File: src/logic/perf_event_defines.svh
`ifndef PERF_EVENT_DEFINES_SVH
`define PERF_EVENT_DEFINES_SVH

// event codes
`define EV_L2_REFUSAL 8'h30
`define EV_L2_IDLE_REQ 8'h32
`define EV_UNHALTED 8'h3c
`define EV_L1_PREFETCH 8'h4f
`define EV_BUS_SNOOP 8'h77
`define EV_SNOOP_SHARE 8'h78
`define EV_BUS_IDLE 8'h7d
`define EV_DISPATCH 8'ha0

// unit mask sub-selects (low six bits)
`define UM_CORE_CYCLES 6'h00
`define UM_REF_CYCLES 6'h01
`define UM_SERIAL_CYCLES 6'h02
`define UM_PREFETCH 6'h00
`define UM_SNOOP_SHARE 6'h01
`define UM_BUS_IDLE 6'h00

// core specificity field in the unit mask
`define CORE_SEL_MSB 7
`define CORE_SEL_LSB 6
`define CORE_SEL_ALL 2'h3

// reset values
`define COUNT_RESET 0
`define PF_ADDR_RESET 0

`endif

File: src/logic/perf_event_pkg.sv
package perf_event_pkg;

  typedef enum logic [1:0] {
    resp_none,
    resp_clean,
    resp_hit,
    resp_hit_modified
  } snoop_resp_type;

  typedef enum logic {
    pf_idle,
    pf_hold
  } pf_state_type;

endpackage : perf_event_pkg

File: src/logic/core_perf_event_counter.sv
`timescale 1ns/10ps
`include "perf_event_defines.svh"

module core_perf_event_counter
  import perf_event_pkg::*;
#(
  parameter int CNT_W = 40,
  parameter int ADDR_W = 32,
  parameter int UOP_W = 3
) (
  input wire logic clk_i, // core clock, 250 MHz
  input wire logic rst_b_i, // async reset, active low
  input wire logic count_enable_i, // counter runs
  input wire logic count_clear_i, // counter returns to zero
  input wire logic [7:0] event_code_i, // selected event
  input wire logic [7:0] unit_mask_i, // sub-select and core field
  input wire logic invert_compare_i, // invert threshold compare
  input wire logic [7:0] count_threshold_i, // threshold, 0 = raw add
  input wire logic core_halted_i, // this core halted by halt_instruction
  input wire logic other_core_halted_i, // other core halted
  input wire logic bus_tick_i, // one-cycle pulse per bus clock cycle
  input wire logic l2_refusal_i, // l2 refuses new access requests
  input wire logic other_l2_refusal_i, // same, other core's requests
  input wire logic l1_to_l2_req_i, // l1 request issued to l2
  input wire logic l2_prefetch_req_i, // prefetch issued to l2
  input wire logic bus_txn_pending_i, // core transaction awaits bus
  input wire logic snoop_resp_valid_i, // external snoop response seen
  input wire logic [1:0] snoop_resp_i, // response kind
  input wire logic [UOP_W-1:0] dispatch_uops_i, // micro-ops this cycle
  input wire logic pf_valid_i, // l1 data unit prefetch request
  input wire logic [ADDR_W-1:0] pf_addr_i, // prefetch line address
  output logic pf_ready_o, // prefetch request can be taken
  output logic l2_pf_valid_o, // prefetch offered to l2
  output logic [ADDR_W-1:0] l2_pf_addr_o, // offered line address
  input wire logic l2_busy_i, // l2 rejects offered prefetch
  input wire logic other_pf_taken_i, // other core took a prefetch
  input wire logic snoop_req_i, // snoop wants l1 data store port
  input wire logic snoop_share_i, // snoop is for a line other core needs
  input wire logic store_req_i, // store wants l1 data store port
  output logic snoop_grant_o, // store port given to snoop
  output logic store_grant_o, // store port given to store
  output logic [CNT_W-1:0] counter_o // event count
);

  localparam int RAW_W = (UOP_W > 2) ? UOP_W + 1 : 3;

  logic [RAW_W-1:0] raw_count;
  logic [CNT_W-1:0] next_count;
  logic [CNT_W-1:0] increment;
  logic pf_taken;
  logic all_cores;
  logic core_active_cycle;
  logic bus_active_cycle;
  logic halted_cycle_event;

  // event code and optional sub-select match
  function automatic logic ev_match(input logic [7:0] code,
                                    input logic [5:0] sub,
                                    input logic [7:0] want_code,
                                    input logic [5:0] want_sub,
                                    input logic check_sub);
    ev_match = (code == want_code) && (!check_sub || sub == want_sub);
  endfunction : ev_match

  function automatic logic [RAW_W-1:0] bit_count(input logic b);
    bit_count = {{(RAW_W-1){1'b0}}, b};
  endfunction : bit_count

  prefetch_retry #(
    .ADDR_W(ADDR_W)
  ) u_prefetch_retry (
    .clk_i(clk_i),
    .rst_b_i(rst_b_i),
    .pf_valid_i(pf_valid_i),
    .pf_addr_i(pf_addr_i),
    .pf_ready_o(pf_ready_o),
    .l2_valid_o(l2_pf_valid_o),
    .l2_addr_o(l2_pf_addr_o),
    .l2_busy_i(l2_busy_i),
    .pf_taken_o(pf_taken)
  );

  // snoops take the store port first; the store waits
  assign snoop_grant_o = snoop_req_i;
  assign store_grant_o = store_req_i && !snoop_req_i;

  assign all_cores =
    (unit_mask_i[`CORE_SEL_MSB:`CORE_SEL_LSB] == `CORE_SEL_ALL);
  // halted core never counts cycle events, snooped or not
  assign core_active_cycle = !core_halted_i;
  assign bus_active_cycle = bus_tick_i && !core_halted_i;

  // per-cycle count of the selected event
  always_comb begin
    raw_count = '0;
    if (ev_match(event_code_i, unit_mask_i[5:0], `EV_L2_REFUSAL,
                 6'h00, 1'b0)) begin
      raw_count = bit_count(l2_refusal_i)
                + bit_count(all_cores && other_l2_refusal_i);
    end else if (ev_match(event_code_i, unit_mask_i[5:0], `EV_L2_IDLE_REQ,
                          6'h00, 1'b0)) begin
      raw_count = bit_count(!l1_to_l2_req_i && !l2_prefetch_req_i);
    end else if (ev_match(event_code_i, unit_mask_i[5:0], `EV_UNHALTED,
                          `UM_CORE_CYCLES, 1'b1)) begin
      raw_count = bit_count(core_active_cycle);
    end else if (ev_match(event_code_i, unit_mask_i[5:0], `EV_UNHALTED,
                          `UM_REF_CYCLES, 1'b1)) begin
      raw_count = bit_count(bus_active_cycle);
    end else if (ev_match(event_code_i, unit_mask_i[5:0], `EV_UNHALTED,
                          `UM_SERIAL_CYCLES, 1'b1)) begin
      raw_count = bit_count(bus_active_cycle && other_core_halted_i);
    end else if (ev_match(event_code_i, unit_mask_i[5:0], `EV_L1_PREFETCH,
                          `UM_PREFETCH, 1'b1)) begin
      raw_count = bit_count(pf_taken)
                + bit_count(all_cores && other_pf_taken_i);
    end else if (ev_match(event_code_i, unit_mask_i[5:0], `EV_SNOOP_SHARE,
                          `UM_SNOOP_SHARE, 1'b1)) begin
      raw_count = bit_count(snoop_req_i && snoop_share_i);
    end else if (ev_match(event_code_i, unit_mask_i[5:0], `EV_BUS_IDLE,
                          `UM_BUS_IDLE, 1'b1)) begin
      raw_count = bit_count(bus_tick_i && !bus_txn_pending_i);
    end else if (ev_match(event_code_i, unit_mask_i[5:0], `EV_BUS_SNOOP,
                          6'h00, 1'b0)) begin
      raw_count = bit_count(snoop_resp_valid_i &&
                            snoop_resp_i != resp_none);
    end else if (ev_match(event_code_i, unit_mask_i[5:0], `EV_DISPATCH,
                          6'h00, 1'b0)) begin
      raw_count = RAW_W'(dispatch_uops_i);
    end
  end

  // an inverted threshold must not count a halted cycle either
  assign halted_cycle_event =
    core_halted_i && (event_code_i == `EV_UNHALTED);

  // threshold stage turns per-cycle counts into cycle counts when the threshold is nonzero; 0 adds the raw count
  always_comb begin
    if (halted_cycle_event) begin
      increment = '0;
    end else if (count_threshold_i == 8'h00) begin
      increment = CNT_W'(raw_count);
    end else if (invert_compare_i) begin
      increment = CNT_W'(8'(raw_count) < count_threshold_i);
    end else begin
      increment = CNT_W'(8'(raw_count) >= count_threshold_i);
    end
  end

  always_comb begin
    if (count_clear_i) begin
      next_count = '0;
    end else if (count_enable_i) begin
      next_count = counter_o + increment;
    end else begin
      next_count = counter_o;
    end
  end

  always_ff @(posedge clk_i or negedge rst_b_i) begin
    if (!rst_b_i) begin
      counter_o <= CNT_W'(`COUNT_RESET);
    end else begin
      counter_o <= next_count;
    end
  end

  // checks
  logic plain_add;
  assign plain_add = count_enable_i && !count_clear_i &&
                     count_threshold_i == 8'h00;

  chk_l2_refusal: assert property (
    @(posedge clk_i) disable iff (!rst_b_i)
    (plain_add && event_code_i == `EV_L2_REFUSAL && !all_cores) |=>
      counter_o == $past(counter_o) + CNT_W'($past(l2_refusal_i)))
    else $error("l2 refusal count wrong");

  chk_l2_idle: assert property (
    @(posedge clk_i) disable iff (!rst_b_i)
    (plain_add && event_code_i == `EV_L2_IDLE_REQ &&
     (l1_to_l2_req_i || l2_prefetch_req_i)) |=>
      counter_o == $past(counter_o))
    else $error("l2 idle count moved during a request");

  chk_core_cycles: assert property (
    @(posedge clk_i) disable iff (!rst_b_i)
    (plain_add && event_code_i == `EV_UNHALTED &&
     unit_mask_i[5:0] == `UM_CORE_CYCLES && !core_halted_i)[*2] |=>
      counter_o == $past(counter_o, 2) + CNT_W'(2))
    else $error("core cycle count not one per cycle");

  chk_halt_frozen: assert property (
    @(posedge clk_i) disable iff (!rst_b_i)
    (count_enable_i && !count_clear_i && core_halted_i &&
     event_code_i == `EV_UNHALTED) |=> counter_o == $past(counter_o))
    else $error("cycle event advanced on halted core");

  chk_ref_cycles: assert property (
    @(posedge clk_i) disable iff (!rst_b_i)
    (plain_add && event_code_i == `EV_UNHALTED &&
     unit_mask_i[5:0] == `UM_REF_CYCLES) |=>
      counter_o == $past(counter_o) +
        CNT_W'($past(bus_tick_i) && !$past(core_halted_i)))
    else $error("reference cycle count wrong");

  chk_serial_cycles: assert property (
    @(posedge clk_i) disable iff (!rst_b_i)
    (plain_add && event_code_i == `EV_UNHALTED &&
     unit_mask_i[5:0] == `UM_SERIAL_CYCLES && !other_core_halted_i) |=>
      counter_o == $past(counter_o))
    else $error("serial cycles counted while other core ran");

  chk_prefetch_cnt: assert property (
    @(posedge clk_i) disable iff (!rst_b_i)
    (plain_add && event_code_i == `EV_L1_PREFETCH && !all_cores &&
     unit_mask_i[5:0] == `UM_PREFETCH && pf_valid_i && pf_ready_o) |=>
      counter_o == $past(counter_o) + CNT_W'(1))
    else $error("prefetch request not counted");

  chk_snoop_share: assert property (
    @(posedge clk_i) disable iff (!rst_b_i)
    (plain_add && event_code_i == `EV_SNOOP_SHARE &&
     unit_mask_i[5:0] == `UM_SNOOP_SHARE) |=>
      counter_o == $past(counter_o) +
        CNT_W'($past(snoop_req_i) && $past(snoop_share_i)))
    else $error("snoop to share count wrong");

  chk_store_port: assert property (
    @(posedge clk_i) disable iff (!rst_b_i)
    snoop_req_i |-> (snoop_grant_o && !store_grant_o))
    else $error("store port granted to store during snoop");

  chk_bus_idle: assert property (
    @(posedge clk_i) disable iff (!rst_b_i)
    (plain_add && event_code_i == `EV_BUS_IDLE &&
     unit_mask_i[5:0] == `UM_BUS_IDLE && bus_txn_pending_i) |=>
      counter_o == $past(counter_o))
    else $error("bus idle counted with pending transaction");

  chk_bus_snoop: assert property (
    @(posedge clk_i) disable iff (!rst_b_i)
    (plain_add && event_code_i == `EV_BUS_SNOOP && snoop_resp_valid_i &&
     snoop_resp_i == resp_hit_modified) |=>
      counter_o == $past(counter_o) + CNT_W'(1))
    else $error("hit-modified response not counted");

  chk_no_dispatch: assert property (
    @(posedge clk_i) disable iff (!rst_b_i)
    (count_enable_i && !count_clear_i && event_code_i == `EV_DISPATCH &&
     invert_compare_i && count_threshold_i == 8'h01) |=>
      counter_o == $past(counter_o) +
        CNT_W'($past(dispatch_uops_i) == '0))
    else $error("stall cycle count wrong");

  chk_dispatch_on: assert property (
    @(posedge clk_i) disable iff (!rst_b_i)
    (count_enable_i && !count_clear_i && event_code_i == `EV_DISPATCH &&
     !invert_compare_i && count_threshold_i == 8'h01) |=>
      counter_o == $past(counter_o) +
        CNT_W'($past(dispatch_uops_i) != '0))
    else $error("issuing cycle count wrong");

  chk_raw_add: assert property (
    @(posedge clk_i) disable iff (!rst_b_i)
    (plain_add && event_code_i == `EV_DISPATCH) |=>
      counter_o == $past(counter_o) + CNT_W'($past(dispatch_uops_i)))
    else $error("raw dispatch count not added");

  chk_all_cores: assert property (
    @(posedge clk_i) disable iff (!rst_b_i)
    (plain_add && event_code_i == `EV_L2_REFUSAL && all_cores &&
     l2_refusal_i && other_l2_refusal_i) |=>
      counter_o == $past(counter_o) + CNT_W'(2))
    else $error("all-core refusal count wrong");

  chk_l2_idle_add: assert property (
    @(posedge clk_i) disable iff (!rst_b_i)
    (plain_add && event_code_i == `EV_L2_IDLE_REQ &&
     !l1_to_l2_req_i && !l2_prefetch_req_i) |=>
      counter_o == $past(counter_o) + CNT_W'(1))
    else $error("l2 idle cycle not counted");

  chk_serial_add: assert property (
    @(posedge clk_i) disable iff (!rst_b_i)
    (plain_add && event_code_i == `EV_UNHALTED &&
     unit_mask_i[5:0] == `UM_SERIAL_CYCLES && bus_tick_i &&
     !core_halted_i && other_core_halted_i) |=>
      counter_o == $past(counter_o) + CNT_W'(1))
    else $error("serial bus cycle not counted");

  chk_bus_idle_add: assert property (
    @(posedge clk_i) disable iff (!rst_b_i)
    (plain_add && event_code_i == `EV_BUS_IDLE &&
     unit_mask_i[5:0] == `UM_BUS_IDLE && bus_tick_i &&
     !bus_txn_pending_i) |=>
      counter_o == $past(counter_o) + CNT_W'(1))
    else $error("idle bus cycle not counted");

  chk_thr_meet: assert property (
    @(posedge clk_i) disable iff (!rst_b_i)
    (count_enable_i && !count_clear_i && event_code_i == `EV_DISPATCH &&
     !invert_compare_i && count_threshold_i != 8'h00) |=>
      counter_o == $past(counter_o) +
        CNT_W'(8'($past(dispatch_uops_i)) >= $past(count_threshold_i)))
    else $error("threshold meet count wrong");

  chk_thr_miss: assert property (
    @(posedge clk_i) disable iff (!rst_b_i)
    (count_enable_i && !count_clear_i && event_code_i == `EV_DISPATCH &&
     invert_compare_i && count_threshold_i != 8'h00) |=>
      counter_o == $past(counter_o) +
        CNT_W'(8'($past(dispatch_uops_i)) < $past(count_threshold_i)))
    else $error("inverted threshold count wrong");

endmodule : core_perf_event_counter

File: src/logic/prefetch_retry.sv
`timescale 1ns/10ps
`include "perf_event_defines.svh"

module prefetch_retry
  import perf_event_pkg::*;
#(
  parameter int ADDR_W = 32
) (
  input wire logic clk_i, // core clock
  input wire logic rst_b_i, // async reset, active low
  input wire logic pf_valid_i, // prefetch request from l1 data unit
  input wire logic [ADDR_W-1:0] pf_addr_i, // line address of request
  output logic pf_ready_o, // request can be taken
  output logic l2_valid_o, // request presented to second-level cache
  output logic [ADDR_W-1:0] l2_addr_o, // presented line address
  input wire logic l2_busy_i, // second-level cache rejects this cycle
  output logic pf_taken_o // one-cycle pulse per new request
);

  pf_state_type state;

  assign pf_ready_o = (state == pf_idle);
  assign l2_valid_o = (state == pf_hold);
  assign pf_taken_o = pf_ready_o && pf_valid_i;

  always_ff @(posedge clk_i or negedge rst_b_i) begin
    if (!rst_b_i) begin
      state <= pf_idle;
    end else begin
      case (state)
        pf_idle: begin
          if (pf_valid_i) begin
            state <= pf_hold;
          end
        end
        pf_hold: begin
          // a rejected request stays up and is offered again
          if (!l2_busy_i) begin
            state <= pf_idle;
          end
        end
        default: begin
          state <= pf_idle;
        end
      endcase
    end
  end

  always_ff @(posedge clk_i or negedge rst_b_i) begin
    if (!rst_b_i) begin
      l2_addr_o <= ADDR_W'(`PF_ADDR_RESET);
    end else if (pf_taken_o) begin
      l2_addr_o <= pf_addr_i;
    end
  end

  chk_retry_holds: assert property (
    @(posedge clk_i) disable iff (!rst_b_i)
    (l2_valid_o && l2_busy_i) |=>
      (l2_valid_o && l2_addr_o == $past(l2_addr_o)))
    else $error("rejected prefetch was not offered again");

endmodule : prefetch_retry
File: config.mk
export PLATFORM = sky130hd
export DESIGN_NAME = core_perf_event_counter
export DESIGN_NICKNAME = d
export VERILOG_FILES = /design/src/logic/perf_event_pkg.sv /design/src/logic/core_perf_event_counter.sv /design/src/logic/prefetch_retry.sv
export VERILOG_INCLUDE_DIRS = /design/src /design/src/logic
export SDC_FILE = /design/constraint.sdc
export NUM_CORES = 1
export LEC_CHECK = 0
export ABC_AREA = 1
export BUFFER_PORTS_ARGS = -buffer_cell sky130_fd_sc_hd__buf_2
export CORE_ASPECT_RATIO = 0.7
export CORE_MARGIN = 2
export CORE_UTILIZATION = 35
export DETAILED_ROUTE_END_ITERATION = 8
export HOLD_SLACK_MARGIN = 0.03
export PLACE_DENSITY = 0.58
export SLEW_MARGIN = 20
export SYNTH_ARGS = -nofsm -noshare
export SYNTH_HDL_FRONTEND = slang
export SYNTH_HIERARCHICAL = 1
export SYNTH_SLANG_ARGS = --single-unit
export TNS_END_PERCENT = 1
File: constraint.sdc
create_clock -name clk_i -period 4 [get_ports clk_i]
set_clock_uncertainty 0.05 [all_clocks]
set_input_delay 0 -clock clk_i [delete_from_list [all_inputs] [get_ports clk_i]]
set_output_delay 0 -clock clk_i [all_outputs]
set_load 0.02 [all_outputs]
==> impl_results.md <==
- CP max FO: 5
- Worst setup startpoint: u_prefetch_retry/l2_valid_o$_DFF_PN0_
- Slowest-stage cell, CP: dfrtp_1
- CTS Buf Count: 9
- Endpoint class of the critical path: register
- Mapped Avg Cell Area: ~7.2 um2
- Count leader, synth: nand2_1
- Core Footprint: about 12000 um2
- Avg WL per Cell: 13.6 um
- Leak: around 0.0034 uW
- Largest net degree at the start of global routing: 74
- Cell Area, Synth: approximately 4400 um2
- Flops & latches, synth: 73
- # setup viols final: 0
- Sink Count: 73
- GRT overflow: 0
- Setup CP Type: register to register
- Slew Limit Fails: 0
- Final hold vios: 0
- Slew margin rel.: between 30% and 40%
- Worst r2r path cells: 34
- Main flop type after synthesis: dfrtp_1
- R2r endpoint: counter_o[16]$_DFFE_PN0P_
- Initial Utilization: between 30 and 40%
- Clock Path Buffers: 2
- Drt pass-1 iters: 5
- Number of flops mapped to enable cells by yosys: 0
- Share of cells above drive strength 1: 29.8%
- Highest Clock Rate: 0.252 GHz
- Crit path required time: between 4 and 5 ns
- Yosys cell types: 38
- Period utilisation layout: between 90% and 100%
- Seq/Total Area, Yosys: between 40% and 50%
- H-tree depth: 3
- RSZ-0062 raised after global routing: yes
- Top cells by area, synth: dfrtp_1 (42%), nand2_1 (15%), nand3_1 (7.3%)
- Root Buffer: clkbuf_16
- Cell Rows: 34
- Most common cell on crit path: buf_4
- Yosys warning count: 6
- Hpwl dp: 9730 um
- CP arrival: 4.17 ns
- Vias per cell: 4.84
- Layout overhead on the synthesized area: 41.9%
- Status: complete, no violations
- Vias in the first global route: 4725
- P per Cell Area: between 300 and 400 nW/um2
- Syn nets: 698
- Ys async rst share: 100%
- Reg2reg start: u_prefetch_retry/l2_valid_o$_DFF_PN0_
- Num ports: approximately 160
- Post-synth top area cell: dfrtp_1
- Fin Hold WS: 0.0697 ns
- Critical Path End: counter_o[16]$_DFFE_PN0P_
- Maximum VDD drop: between 0.2 and 0.25 mV
- Max stage delay on crit path: roughly 0.39 ns
- Residual DRC: 0
- Die width: between 100 and 150 um
- DR vias: roughly 4800
- CTS tree: yes
- Syn Inst Count: around 610
- Die area: roughly 13000 um2
- DRT iter0 DRCs: ~330
- Commonest cells post-synth: nand2_1 (175), dfrtp_1 (73), inv_1 (73)
- Port bufs: about 160
- Placer congestion estimate: a little over 0.9
- R2R Setup Slk: roughly 0.034 ns
- DP Area: approximately 5300 um2
- Final #Nets: between 900 and 1000
- First-pass GRT wire length: roughly 22000 um
- Worst Tran Pin Value: 1.01 ns
- Final instance area: roughly 6200 um2
- Global-route usage over all layers: a little over a fifth
- Initial antenna violation count: 1
- MaxCap Viol Count: 0
- Min-delay src: pf_valid_i
- Post-route ant nets: 0
- Final Non-Filler Cells: approximately 1000
- Worst skew pair latency: around 0.33 ns
- Final WL: about 13000 um
- DIE HEIGHT: 97.8 um
- Post-Place Cells: ~900
- Hold Crit Class: input port to register
- Tmin final: around 4.0 ns
- Area share of the largest cell type after synthesis: 41.5%
- Worst setup SP type: register
- CTS clk-pin slew, worst paths: 0.06 ns
==> report_power, final <==
group / internal, uW / switching, uW / total [uW]
Clock: 485 / 324 / 809
Combinational: 156 / 261 / 417
Sequential: 808 / 40.4 / 848
Total: 1450 / 626 / 2070
==> cell families after synthesis <==
family	after synthesis	share of synthesized area, %
flip-flops	73	41.5
AND/OR/NAND/NOR	376	39.3
AO/OA/AOI/OAI	55	6.72
XOR/XNOR	1	0.199
adder cells (fa/ha/maj)	9	2.73
buffers and inverters	94	9.53
==> state kept, by name (all words and copies together) (netlist names) <==
name,flops
counter_o,40
u_prefetch_retry/l2_valid_o,1
u_prefetch_retry/l2_addr_o,32
==> worst min path at each step <==
stage	cells after the start	slack [ns]	to
5_1_grt	5	0.09	u_prefetch_retry/l2_addr_o[20]$_DFFE_PN0P_
3_5_place_dp	1	0.17	counter_o[0]$_DFFE_PN0P_
3_3_place_gp	1	0.16	counter_o[0]$_DFFE_PN0P_
2_1_floorplan	0	-0.35	counter_o[0]$_DFFE_PN0P_
6_report	5	0.07	u_prefetch_retry/l2_addr_o[21]$_DFFE_PN0P_
4_1_cts	5	0.05	u_prefetch_retry/l2_addr_o[21]$_DFFE_PN0P_
==> stage by stage <==
step	TNS, ns	util [%]	setup WS, ns	power, uW
detailed placement	-1.53	43.0	-0.211	1240
floorplan	0	-	0.0273	1080
global placement	0	43.0	0.0807	1240
finish	0	50.6	0.0338	2070
global route	-2.11	50.5	-0.191	2190
CTS	0	49.8	0.00298	2090
==> what timing repair did <==
| action | CTS | global route |
|---|---|---|
| setup endpoints to repair | 13 | 29 |
| hold endpoints to repair | 116 | 0 |
| gates resized for setup | 20 | 12 |
| buffers inserted | 17 | 7 |
| hold buffers | 36 | 0 |
| pin swaps | 22 | 24 |
==> per-layer routing <==
metal | global-route usage, % | wire, um | vias to the layer above
met5 | 0 | 0 | -
met4 | 5.57 | 172 | 0
met3 | 5.56 | 907 | 15
met2 | 32.8 | 6130 | 155
met1 | 28.5 | 6270 | 2240
li1 | - | - | 2404
==> layout make-up <==
class | instances | area [um2]
Multi-Input combinational cell | 441 | 2240
Inverter | 79 | 302
Clock buffer | 10 | 229
Clock inverter | 6 | 66.3
Timing Repair Buffer | 222 | 1370
Fill cell | 1229 | 6100
Antenna cell | 1 | 2.50
Sequential cell | 73 | 1830
Tap cell | 162 | 203
==> placed cells by master (no fill, tap or decap), types with 2 or more instances in the layout <==
cell,count
nand3_1,62
inv_1,68
nand4_1,23
dfrtp_1,73
nor2_1,69
buf_4,30
clkinv_2,2
inv_4,2
nor3_2,2
o21ai_2,2
nor2_2,2
nand2_1,169
o21a_1,3
clkbuf_16,9
buf_2,155
nor2_4,5
clkinv_4,2
inv_2,9
o21ai_1,5
nand3_4,2
ha_1,5
dlygate4sd3_1,36
and3_1,3
nor3_1,18
ha_2,2
nand2_4,3
o21ai_0,15
nand3_2,2
a21oi_1,25
nand2_2,9
==> worst max-delay path: cells and delay by family, from the launching register on <==
kind / cells / cell delay [ns]
and+or+nand+nor: 14 / 1.27
adders and majority gates: 3 / 0.79
DFF: 1 / 0.39
buffers and inverters: 15 / 1.17
AOI/OAI and AO/OA: 2 / 0.22
Note: power is estimated with default switching activity, not from simulation.
